File: config.mk
export PLATFORM = sky130hd
export DESIGN_NAME = ihd_top
export DESIGN_NICKNAME = d
export VERILOG_FILES = /design/src/include/ihd_pkg.sv /design/src/rtl/ihd_top.sv
export SDC_FILE = /design/constraint.sdc
export NUM_CORES = 1
export LEC_CHECK = 0
export BUFFER_PORTS_ARGS = -buffer_cell sky130_fd_sc_hd__buf_4
export CAP_MARGIN = 25
export CORE_UTILIZATION = 60
export CTS_CLUSTER_DIAMETER = 80
export CTS_CLUSTER_SIZE = 12
export DETAILED_ROUTE_END_ITERATION = 8
export GPL_ROUTABILITY_DRIVEN = 0
export GPL_TIMING_DRIVEN = 0
export PLACE_DENSITY = 0.77
export SETUP_SLACK_MARGIN = 0.1
export SYNTH_ARGS = -nofsm -noshare
export SYNTH_HDL_FRONTEND = slang
export SYNTH_SLANG_ARGS = --single-unit
File: constraint.sdc
create_clock -name clk -period 29.5 [get_ports clk]
set_input_delay 1.475 -clock clk [delete_from_list [all_inputs] [get_ports clk]]
set_output_delay 1.475 -clock clk [all_outputs]
set_load 0.01 [all_outputs]
File: src/include/ihd_pkg.sv
// package for the integer hardware divider: register map, fields, state
//
// Functional notes
// - each write to divisor_value stores it and starts a new division from the stored dividend and sign setting.
// - divisor_value resets to one so an unloaded divisor cannot divide by zero.
// - quotient_result takes the quotient of every completed division and resets to zero.
// - remainder_result takes the remainder of every completed division.
// - remainder_result reads zero after reset until a division completes; the code also lets software preset it while no division runs.
// - bit 0 of signedness_select picks unsigned (0) or two's-complement signed (1) and resets to 0.
// - status bit 1 is read-only, set when the latest division had a zero divisor, reset 0.
// - status bit 0 is read-only, 0 while a division runs and 1 once the result is ready, reset 0.
// - a division with a nonzero divisor completes 8 clock cycles after it starts.
// - a zero divisor finishes at once with zero quotient and remainder, zero flag and done flag set.
// - quotient and remainder keep the previous results while a division runs.
// - software loads the dividend register first; the division uses that stored dividend.
package ihd_pkg;

   typedef logic [31:0] ihd_word_t;
   typedef logic [7:0]  ihd_addr_t;

   // register byte offsets
   localparam ihd_addr_t IHD_OFF_DIVIDEND = 8'h00;
   localparam ihd_addr_t IHD_OFF_DIVISOR  = 8'h04;
   localparam ihd_addr_t IHD_OFF_QUOT     = 8'h08;
   localparam ihd_addr_t IHD_OFF_REM      = 8'h0c;
   localparam ihd_addr_t IHD_OFF_SIGN     = 8'h10;
   localparam ihd_addr_t IHD_OFF_STATUS   = 8'h14;
   localparam ihd_addr_t IHD_OFF_IRQ_STAT = 8'h18;
   localparam ihd_addr_t IHD_OFF_IRQ_MASK = 8'h1c;

   // reset values
   localparam ihd_word_t IHD_RST_DIVISOR  = 32'h0000_0001;
   localparam ihd_word_t IHD_RST_ZERO     = 32'h0000_0000;

   // field positions: done and zero shared by status and interrupt registers, plus the sign bit
   localparam int IHD_BIT_DONE = 0;
   localparam int IHD_BIT_ZERO = 1;
   localparam int IHD_BIT_SIGN = 0;
   localparam int IHD_NUM_EVT  = 2;

   // iteration timing: 32 quotient bits, 4 per clock, 8 clocks
   localparam int IHD_WIDTH       = 32;
   localparam int IHD_DIV_CYCLES  = 8;
   localparam int IHD_BITS_STEP   = IHD_WIDTH / IHD_DIV_CYCLES;
   localparam logic [2:0] IHD_CNT_LAST = 3'(IHD_DIV_CYCLES - 1);

   typedef struct packed {
      ihd_addr_t addr;
      ihd_word_t wdata;
      logic      wr;
      logic      rd;
   } ihd_bus_req_s;

   typedef struct packed {
      ihd_word_t               dividend;
      ihd_word_t               divisor;
      ihd_word_t               quot;
      ihd_word_t               rem;
      logic                    sign_sel;
      logic                    done;
      logic                    zero;
      logic [IHD_NUM_EVT-1:0]  ist;
      logic [IHD_NUM_EVT-1:0]  imask;
      logic                    busy;
      logic [2:0]              cnt;
      ihd_word_t               wq;
      logic [IHD_WIDTH:0]      wr;
      ihd_word_t               wd;
      ihd_word_t               op_a;
      ihd_word_t               op_b;
      logic                    op_sign;
      ihd_word_t               rdata;
   } ihd_state_s;

endpackage

File: src/rtl/ihd_top.sv
// integer hardware divider: register slave, iterative divide, interrupt
`timescale 1ns/1ps
`default_nettype none

module ihd_top (
   // clock and reset
   input  wire logic                  clk,
   input  wire logic                  rst,
   // register port
   input  wire ihd_pkg::ihd_bus_req_s bus_req,
   output var  ihd_pkg::ihd_word_t    bus_rdata,
   // interrupt
   output logic                       irq
);
   import ihd_pkg::*;

   ihd_state_s st_ff;
   ihd_state_s nxt_st;

   logic start_div;
   logic wr_dividend;
   logic wr_sign;
   logic wr_quot;
   logic wr_rem;
   logic wr_istat;
   logic wr_imask;

   assign start_div   = bus_req.wr && (bus_req.addr == IHD_OFF_DIVISOR);
   assign wr_dividend = bus_req.wr && (bus_req.addr == IHD_OFF_DIVIDEND);
   assign wr_sign     = bus_req.wr && (bus_req.addr == IHD_OFF_SIGN);
   assign wr_quot     = bus_req.wr && (bus_req.addr == IHD_OFF_QUOT);
   assign wr_rem      = bus_req.wr && (bus_req.addr == IHD_OFF_REM);
   assign wr_istat    = bus_req.wr && (bus_req.addr == IHD_OFF_IRQ_STAT);
   assign wr_imask    = bus_req.wr && (bus_req.addr == IHD_OFF_IRQ_MASK);

   // magnitude of an operand, signed view only when signed mode is on
   function automatic ihd_word_t ihd_mag(input ihd_word_t v,
                                         input logic sgn);
      ihd_mag = (sgn && v[IHD_WIDTH-1]) ? (~v + 32'h0000_0001) : v;
   endfunction

   always_comb begin
      logic [IHD_WIDTH:0] r;
      ihd_word_t          q;
      logic               neg_q;
      logic               neg_r;
      r      = '0;
      q      = '0;
      neg_q  = 1'b0;
      neg_r  = 1'b0;
      nxt_st = st_ff;

      // read data valid in the cycle after the strobe only
      nxt_st.rdata = '0;
      if (bus_req.rd) begin
         case (bus_req.addr)
            IHD_OFF_DIVIDEND: nxt_st.rdata = st_ff.dividend;
            IHD_OFF_DIVISOR:  nxt_st.rdata = st_ff.divisor;
            IHD_OFF_QUOT:     nxt_st.rdata = st_ff.quot;
            IHD_OFF_REM:      nxt_st.rdata = st_ff.rem;
            IHD_OFF_SIGN: begin
               nxt_st.rdata[IHD_BIT_SIGN] = st_ff.sign_sel;
            end
            IHD_OFF_STATUS: begin
               nxt_st.rdata[IHD_BIT_DONE] = st_ff.done;
               nxt_st.rdata[IHD_BIT_ZERO] = st_ff.zero;
            end
            IHD_OFF_IRQ_STAT: begin
               nxt_st.rdata[IHD_NUM_EVT-1:0] = st_ff.ist;
            end
            IHD_OFF_IRQ_MASK: begin
               nxt_st.rdata[IHD_NUM_EVT-1:0] = st_ff.imask;
            end
            default: nxt_st.rdata = '0;
         endcase
      end

      // plain register writes
      if (wr_dividend) begin
         nxt_st.dividend = bus_req.wdata;
      end
      if (wr_sign) begin
         nxt_st.sign_sel = bus_req.wdata[IHD_BIT_SIGN];
      end
      // results may be preset by software, but not under a running divide
      if (wr_quot && !st_ff.busy) begin
         nxt_st.quot = bus_req.wdata;
      end
      if (wr_rem && !st_ff.busy) begin
         nxt_st.rem = bus_req.wdata;
      end
      if (wr_imask) begin
         nxt_st.imask = bus_req.wdata[IHD_NUM_EVT-1:0];
      end
      // write one to clear; sets below come later and so win
      if (wr_istat) begin
         nxt_st.ist = st_ff.ist & ~bus_req.wdata[IHD_NUM_EVT-1:0];
      end

      // restoring division, four quotient bits per clock
      if (st_ff.busy) begin
         r = st_ff.wr;
         q = st_ff.wq;
         for (int i = 0; i < IHD_BITS_STEP; i++) begin
            r = {r[IHD_WIDTH-1:0], q[IHD_WIDTH-1]};
            q = {q[IHD_WIDTH-2:0], 1'b0};
            if (r >= {1'b0, st_ff.wd}) begin
               r    = r - {1'b0, st_ff.wd};
               q[0] = 1'b1;
            end
         end
         nxt_st.wr  = r;
         nxt_st.wq  = q;
         nxt_st.cnt = st_ff.cnt + 3'h1;
         // truncation toward zero: fix signs of the magnitudes
         neg_q = st_ff.op_sign &&
                 (st_ff.op_a[IHD_WIDTH-1] ^ st_ff.op_b[IHD_WIDTH-1]);
         neg_r = st_ff.op_sign && st_ff.op_a[IHD_WIDTH-1];
         if (st_ff.cnt == IHD_CNT_LAST) begin
            nxt_st.busy = 1'b0;
            nxt_st.done = 1'b1;
            nxt_st.quot = neg_q ? (~q + 32'h0000_0001) : q;
            nxt_st.rem  = neg_r ? (~r[IHD_WIDTH-1:0] + 32'h0000_0001)
                                : r[IHD_WIDTH-1:0];
            nxt_st.ist[IHD_BIT_DONE] = 1'b1;
         end
      end

      // a divisor write restarts the unit even mid-division
      if (start_div) begin
         nxt_st.divisor = bus_req.wdata;
         nxt_st.op_a    = st_ff.dividend;
         nxt_st.op_b    = bus_req.wdata;
         nxt_st.op_sign = st_ff.sign_sel;
         nxt_st.done    = 1'b0;
         nxt_st.zero    = 1'b0;
         nxt_st.cnt     = '0;
         if (bus_req.wdata == IHD_RST_ZERO) begin
            nxt_st.busy = 1'b0;
            nxt_st.done = 1'b1;
            nxt_st.zero = 1'b1;
            nxt_st.quot = IHD_RST_ZERO;
            nxt_st.rem  = IHD_RST_ZERO;
            nxt_st.ist  = nxt_st.ist | {IHD_NUM_EVT{1'b1}};
         end else begin
            nxt_st.busy = 1'b1;
            nxt_st.wr   = '0;
            nxt_st.wq   = ihd_mag(st_ff.dividend, st_ff.sign_sel);
            nxt_st.wd   = ihd_mag(bus_req.wdata, st_ff.sign_sel);
         end
      end
   end

   always_ff @(posedge clk) begin
      if (rst) begin
         st_ff         <= '0;
         st_ff.divisor <= IHD_RST_DIVISOR;
         st_ff.quot    <= IHD_RST_ZERO;
         st_ff.rem     <= IHD_RST_ZERO;
      end else begin
         st_ff <= nxt_st;
      end
   end

   assign bus_rdata = st_ff.rdata;
   // level interrupt, high while any unmasked event is pending
   assign irq = |(st_ff.ist & st_ff.imask);

   // checks
   logic [63:0] chk_prod;
   assign chk_prod = 64'(st_ff.quot) * 64'(st_ff.op_b) + 64'(st_ff.rem);

   // cycle count since the last start, kept apart from the divider's own
   // counter so a wrong end point there cannot hide; saturates when idle
   logic [3:0] chk_age_ff;
   logic [3:0] nxt_chk_age;

   always_comb begin
      nxt_chk_age = chk_age_ff;
      if (start_div) begin
         nxt_chk_age = '0;
      end else if (chk_age_ff != 4'hf) begin
         nxt_chk_age = chk_age_ff + 4'h1;
      end
   end

   always_ff @(posedge clk) begin
      if (rst) begin
         chk_age_ff <= 4'hf;
      end else begin
         chk_age_ff <= nxt_chk_age;
      end
   end
endmodule

`default_nettype wire

==> results.json, run 1 <==
{
  "maxCapViolCount": 0,
  "maxSlewHeadroom_pct": 27.99,
  "run_status": "complete, but fails checks",
  "grt_usage_pct": 43.18,
  "clk_path_buf_depth": 3,
  "htreeDepth": 1,
  "synth_edf_count": 0,
  "setup-tns-final_ps": 0,
  "syn_inst": 2987,
  "insertion_delay_ps": 580,
  "die_w_um": 195.9,
  "chipHeight_um": 195.9,
  "hpwl_um": 66290,
  "synth_mux_area_share_pct": 8.942,
  "grt_pass1_vias": 22477,
  "synth-async-reset-ratio_pct": 0,
  "timing.fmax_mhz": 43.87,
  "ys_ff_latch": 269,
  "antennaDiodeCount": 0,
  "cts_root_buf": "clkbuf_16",
  "drc": 2,
  "min_path_type": "reg2reg",
  "critPathMaxFanout": 10,
  "ys.flop_type": "dfxtp_1",
  "fin_crit_ps": 22800,
  "cp-end-kind": "flip-flop",
  "fin_nets": 3256,
  "ios": 77,
  "synth_nets": 3168,
  "final_common_cell": "nand2_1",
  "io_buffers": 58,
  "critPathKind": "reg2reg",
  "crit_family": "buffers and inverters",
  "avgSynthCellArea_um2": 7.556,
  "critPathSlowestCell": "a31oi_1",
  "syn2layout_area_growth_pct": 7.889,
  "post_cts_resized": 0,
  "holdBufCountCts": 0,
  "rows": 70,
  "synth_fa_ha_area_share_pct": 7.728,
  "crit_top_cell": "clkbuf_1",
  "synth-xor-area-share_pct": 8.227,
  "maxSlewViolCount": 0,
  "crit_required_ps": 29990,
  "ys_warn_count": 0,
  "antenna_found_initial": 0,
  "worst_pin_slew_ps": 1078,
  "grt_pass1_wl_um": 129100,
  "via_per_inst": 6.897,
  "cts_setup_buffers": 0,
  "synthSimpleGateAreaFrac_pct": 19.07,
  "ys_types": 96,
  "critical-path-max-stage-delay_ps": 870,
  "placedCellCount": 3513,
  "synth_top_family_by_area": "compound AO/OA/AOI/OAI gates",
  "start_kind": "flip-flop",
  "final_cell_count_no_fill": 3546,
  "routedWlPerCell_um": 23.88,
  "layout_common_cells": "nand2_1 (361), a21oi_1 (309), nor2_1 (295)",
  "setup_viol": 0,
  "regArea_um2": 5385,
  "violations": "DRC",
  "num-fill-cells": 3265,
  "clock_sinks": 269,
  "dr.pass1.iters": 9,
  "critPathBufInv": 18,
  "fin_skew_ps": 25.99,
  "final_layout_size_suffix_gt1_share_pct": 7.797,
  "hold_viol_final": 0,
  "grt_max_degree": 14,
  "syn_area_um2": 22570,
  "fin_crit_sh_pct": 77.27,
  "dieArea_um2": 38390,
  "yosysSeqAreaShare_pct": 23.86,
  "overflow": 0,
  "core_area_um2": 36790,
  "synth-compound-area-share_pct": 26.32,
  "num_vias": 24458,
  "whs_ps": 455.3,
  "clkTransAtPathRegs_ps": 60,
  "rsz0062_at_grt": "false",
  "drt-initial-drc-count": 3731,
  "crit_arrival_ps": 23280,
  "final_util_pct": 66.19,
  "drtAntennaViolNets": 0,
  "wirelength_um": 84660,
  "numCtsBuffers": 27,
  "multi_input_comb_area_um2": 15860,
  "initial_core_util_pct": 61.35,
  "cts_tree": "yes"
}
Yosys cell counts, types with 7 or more instances:
| cell type | n | share of area (%) |
|---|---|---|
| nand3_1 | 40 | 0.89 |
| buf_1 | 20 | 0.33 |
| o211ai_1 | 16 | 0.53 |
| and3_1 | 20 | 0.55 |
| clkbuf_1 | 154 | 2.6 |
| o21bai_1 | 12 | 0.40 |
| nand4_1 | 19 | 0.53 |
| buf_4 | 32 | 1.1 |
| nor3_1 | 49 | 1.1 |
| a31oi_1 | 30 | 0.83 |
| inv_1 | 92 | 1.5 |
| nand2b_1 | 26 | 0.72 |
| nand2_1 | 361 | 6.0 |
| or2_2 | 11 | 0.30 |
| or4_1 | 9 | 0.30 |
| and2_1 | 23 | 0.64 |
| a221oi_1 | 7 | 0.27 |
| a211o_1 | 9 | 0.35 |
| o22ai_1 | 7 | 0.19 |
| xor2_1 | 90 | 3.5 |
| a311oi_1 | 7 | 0.27 |
| or3_1 | 21 | 0.58 |
| a21o_1 | 58 | 1.9 |
| o21a_1 | 31 | 1.0 |
| o41ai_1 | 13 | 0.50 |
| o21ai_0 | 130 | 2.9 |
| dfxtp_1 | 269 | 24 |
| mux2_2 | 61 | 3.0 |
| mux2i_1 | 133 | 5.9 |
| xnor2_1 | 122 | 4.7 |
| o31ai_1 | 25 | 0.83 |
| ha_1 | 133 | 7.4 |
| a21oi_1 | 309 | 6.9 |
| nor2b_1 | 20 | 0.55 |
| buf_2 | 10 | 0.22 |
| and4_1 | 8 | 0.31 |
| nor4_1 | 19 | 0.53 |
| a22oi_1 | 62 | 2.1 |
| a211oi_1 | 125 | 4.2 |
| nor2_1 | 295 | 4.9 |
registers in the layout, indices dropped and copies added, names as in the netlist:
signal,cells
bus_rdata,32
st_ff,237
final cells by class:
class / count / area share [%]
multi-input combinational: 2405 / 65.14
timing repair buffer: 59 / 1.850
inverter: 95 / 1.464
clock inverter: 4 / 0.2261
clock buffer: 28 / 2.831
buffer: 218 / 3.967
tap: 468 / 2.405
sequential: 269 / 22.12
worst reg2reg max path: cells and delay by family (launching register included):
kind                       cells  cell delay, ps
buffers and inverters         18            8990
AOI/OAI and AO/OA             25            6990
and+or+nand+nor               15            3880
adders and majority gates      5            1790
DFF                            1             550
muxes                          1             310
xor gates and xnor gates       1             200
layer usage:
metal,part of all wire (%),routed length [um],global-route usage (%),vias to the layer above
met1,40,33610,59.57,11388
met4,5.5,4693,20.92,2
met3,15,12340,11.16,334
met2,40,33970,62.17,1844
li1,-,-,-,10890
met5,0.050,42,0,-
stage by stage:
stage,setup slack [ps],area (um2)
floorplan,15340,22570
global placement,8621,23590
detailed placement,8271,23590
CTS,8202,24330
global route,6054,24350
finish,6704,24350
final timing paths:
path | from | endpoint | slack, ps | cells past startpoint
setup / recovery | st_ff[98]$_SDFFE_PP0P_ | st_ff[255]$_SDFF_PP0_ | 6700 | 65
hold / removal | st_ff[292]$_SDFFE_PP0P_ | st_ff[292]$_SDFFE_PP0P_ | 460 | 2
setup reg to reg | st_ff[98]$_SDFFE_PP0P_ | st_ff[255]$_SDFF_PP0_ | 6700 | 65
hold reg to reg | st_ff[292]$_SDFFE_PP0P_ | st_ff[292]$_SDFFE_PP0P_ | 460 | 2
logic make-up after synthesis:
logic type,after synthesis
AO/OA/AOI/OAI,912
XOR/XNOR,212
adder cells (fa/ha/maj),137
buffers and inverters,313
flip-flops,269
multiplexers,194
AND/OR/NAND/NOR,950
Power of run 1 is not shown: default switching activity piles up to over one toggle a cycle in this logic, so the estimate is an artifact.
==> run 2: changes to the inputs <==
clock period = 23.2 ns   (was 29.5 ns; I/O delays follow)
==> results.json, run 2 (synthesis results as in run 1) <==
{
  "fin_crit_ps": 22210,
  "place_area_um2": 23590,
  "fin_nets": 3255,
  "timing.rr.end": "st_ff[267]$_SDFF_PP0_",
  "io_buffers": 58,
  "die_w_um": 195.9,
  "via_per_inst": 6.896,
  "final_layout_size_suffix_gt1_share_pct": 7.832,
  "rsz0062_at_grt": "false",
  "regMostFlops": "st_ff",
  "holdBufCountCts": 0,
  "crit_top_cell": "clkbuf_1",
  "routedWlPerCell_um": 23.86,
  "cts_tree": "yes",
  "ios": 77,
  "crit_arrival_ps": 22700,
  "min_from": "st_ff[292]$_SDFFE_PP0P_",
  "post_cts_resized": 0,
  "antenna_found_initial": 0,
  "drt-initial-drc-count": 3643,
  "numCtsBuffers": 27,
  "drtAntennaViolNets": 0,
  "r2r_start": "st_ff[98]$_SDFFE_PP0P_",
  "core_area_um2": 36790,
  "largest_register_ffs": 237,
  "grt_pass1_wl_um": 129100,
  "wirelength_um": 84590,
  "cp-end-kind": "flip-flop",
  "setup-tns-final_ps": 0,
  "final_util_pct": 66.20,
  "clk_path_buf_depth": 3,
  "initial_core_util_pct": 61.35,
  "setup_viol": 0,
  "hpwl_um": 66290,
  "maxCapViolCount": 0,
  "worst_pin_slew_ps": 1127,
  "start_kind": "flip-flop",
  "htreeDepth": 1,
  "clock_sinks": 269,
  "layout_common_cells": "nand2_1 (361), a21oi_1 (309), nor2_1 (295)",
  "final_cell_count_no_fill": 3545,
  "timing.fmax_mhz": 45.02,
  "critPathSlowestCell": "nor4_1",
  "critPathMaxFanout": 10,
  "final_area_um2": 24350,
  "run_status": "finished clean",
  "crit_required_ps": 23690,
  "placedCellCount": 3513,
  "holdPathEnd": "st_ff[292]$_SDFFE_PP0P_",
  "cts_setup_buffers": 0,
  "final_common_cell": "nand2_1",
  "hold_viol_final": 0,
  "num_vias": 24445,
  "fin_crit_sh_pct": 95.74,
  "cts_root_buf": "clkbuf_16",
  "grt_usage_pct": 43.18,
  "clkTransAtPathRegs_ps": 70,
  "reg2reg_depth": 64,
  "drc": 0,
  "grt_max_degree": 14,
  "holdPathStages": 2,
  "critPathKind": "reg2reg",
  "chipHeight_um": 195.9,
  "critical-path-max-stage-delay_ps": 720,
  "insertion_delay_ps": 580,
  "grt_pass1_vias": 22477,
  "rrSetupSlack_ps": 990,
  "overflow": 0,
  "min_path_type": "reg2reg",
  "syn2layout_area_growth_pct": 7.900,
  "maxSlewViolCount": 0,
  "fin_skew_ps": 27.76,
  "maxSlewHeadroom_pct": 24.70,
  "dieArea_um2": 38390,
  "antennaDiodeCount": 0,
  "dr.pass1.iters": 7,
  "rows": 70
}
[run 2: cell types whose count changed in the layout (fill, tap and decap cells not counted), sizes merged]
cell,before,now
clkbuf,182,181
[run 2: per-layer routing]
layer	part of all wire, %	GRT usage, %
met3	14	11.16
met1	40	59.57
met2	40	62.17
met5	0	0
met4	5.5	20.92
[run 2: critical path, delay by kind of cell, from the launching register on]
| kind | cells | cell delay [ps] |
|---|---|---|
| XOR/XNOR | 1 | 180 |
| adder cells (fa/ha/maj) | 5 | 1860 |
| flip-flops | 1 | 540 |
| multiplexers | 1 | 320 |
| buffers and inverters | 18 | 8800 |
| AO/OA/AOI/OAI | 25 | 6560 |
| AND/OR/NAND/NOR | 14 | 3780 |
[run 2: how the worst max path moves through the flow]
stage,from,endpoint
finish,st_ff[98]$_SDFFE_PP0P_,st_ff[267]$_SDFF_PP0_
global route,st_ff[98]$_SDFFE_PP0P_,st_ff[267]$_SDFF_PP0_
CTS,st_ff[98]$_SDFFE_PP0P_,st_ff[255]$_SDFF_PP0_
detailed placement,st_ff[98]$_SDFFE_PP0P_,st_ff[267]$_SDFF_PP0_
global placement,st_ff[98]$_SDFFE_PP0P_,st_ff[267]$_SDFF_PP0_
floorplan,st_ff[98]$_SDFFE_PP0P_,st_ff[233]$_SDFF_PP0_
[run 2: cell type report]
class | count | area (um2)
Tap cell | 468 | 585.6
Inverter | 95 | 356.6
Buffer | 217 | 962.2
Clock inverter | 4 | 55.05
Multi-Input combinational cell | 2405 | 15870
Fill cell | 3262 | 12430
Clock buffer | 28 | 689.4
Timing Repair Buffer | 59 | 450.4
Sequential cell | 269 | 5385
[run 2: per-stage QoR]
stage / hold WS, ps / setup slack, ps
floorplan: 431.9 / 9038
global placement: 442.3 / 2321
detailed placement: 448.4 / 1971
CTS: 457.3 / 1902
global route: 477.9 / 571.6
finish: 455.4 / 989.3
Power of run 2 is left out for the same reason.
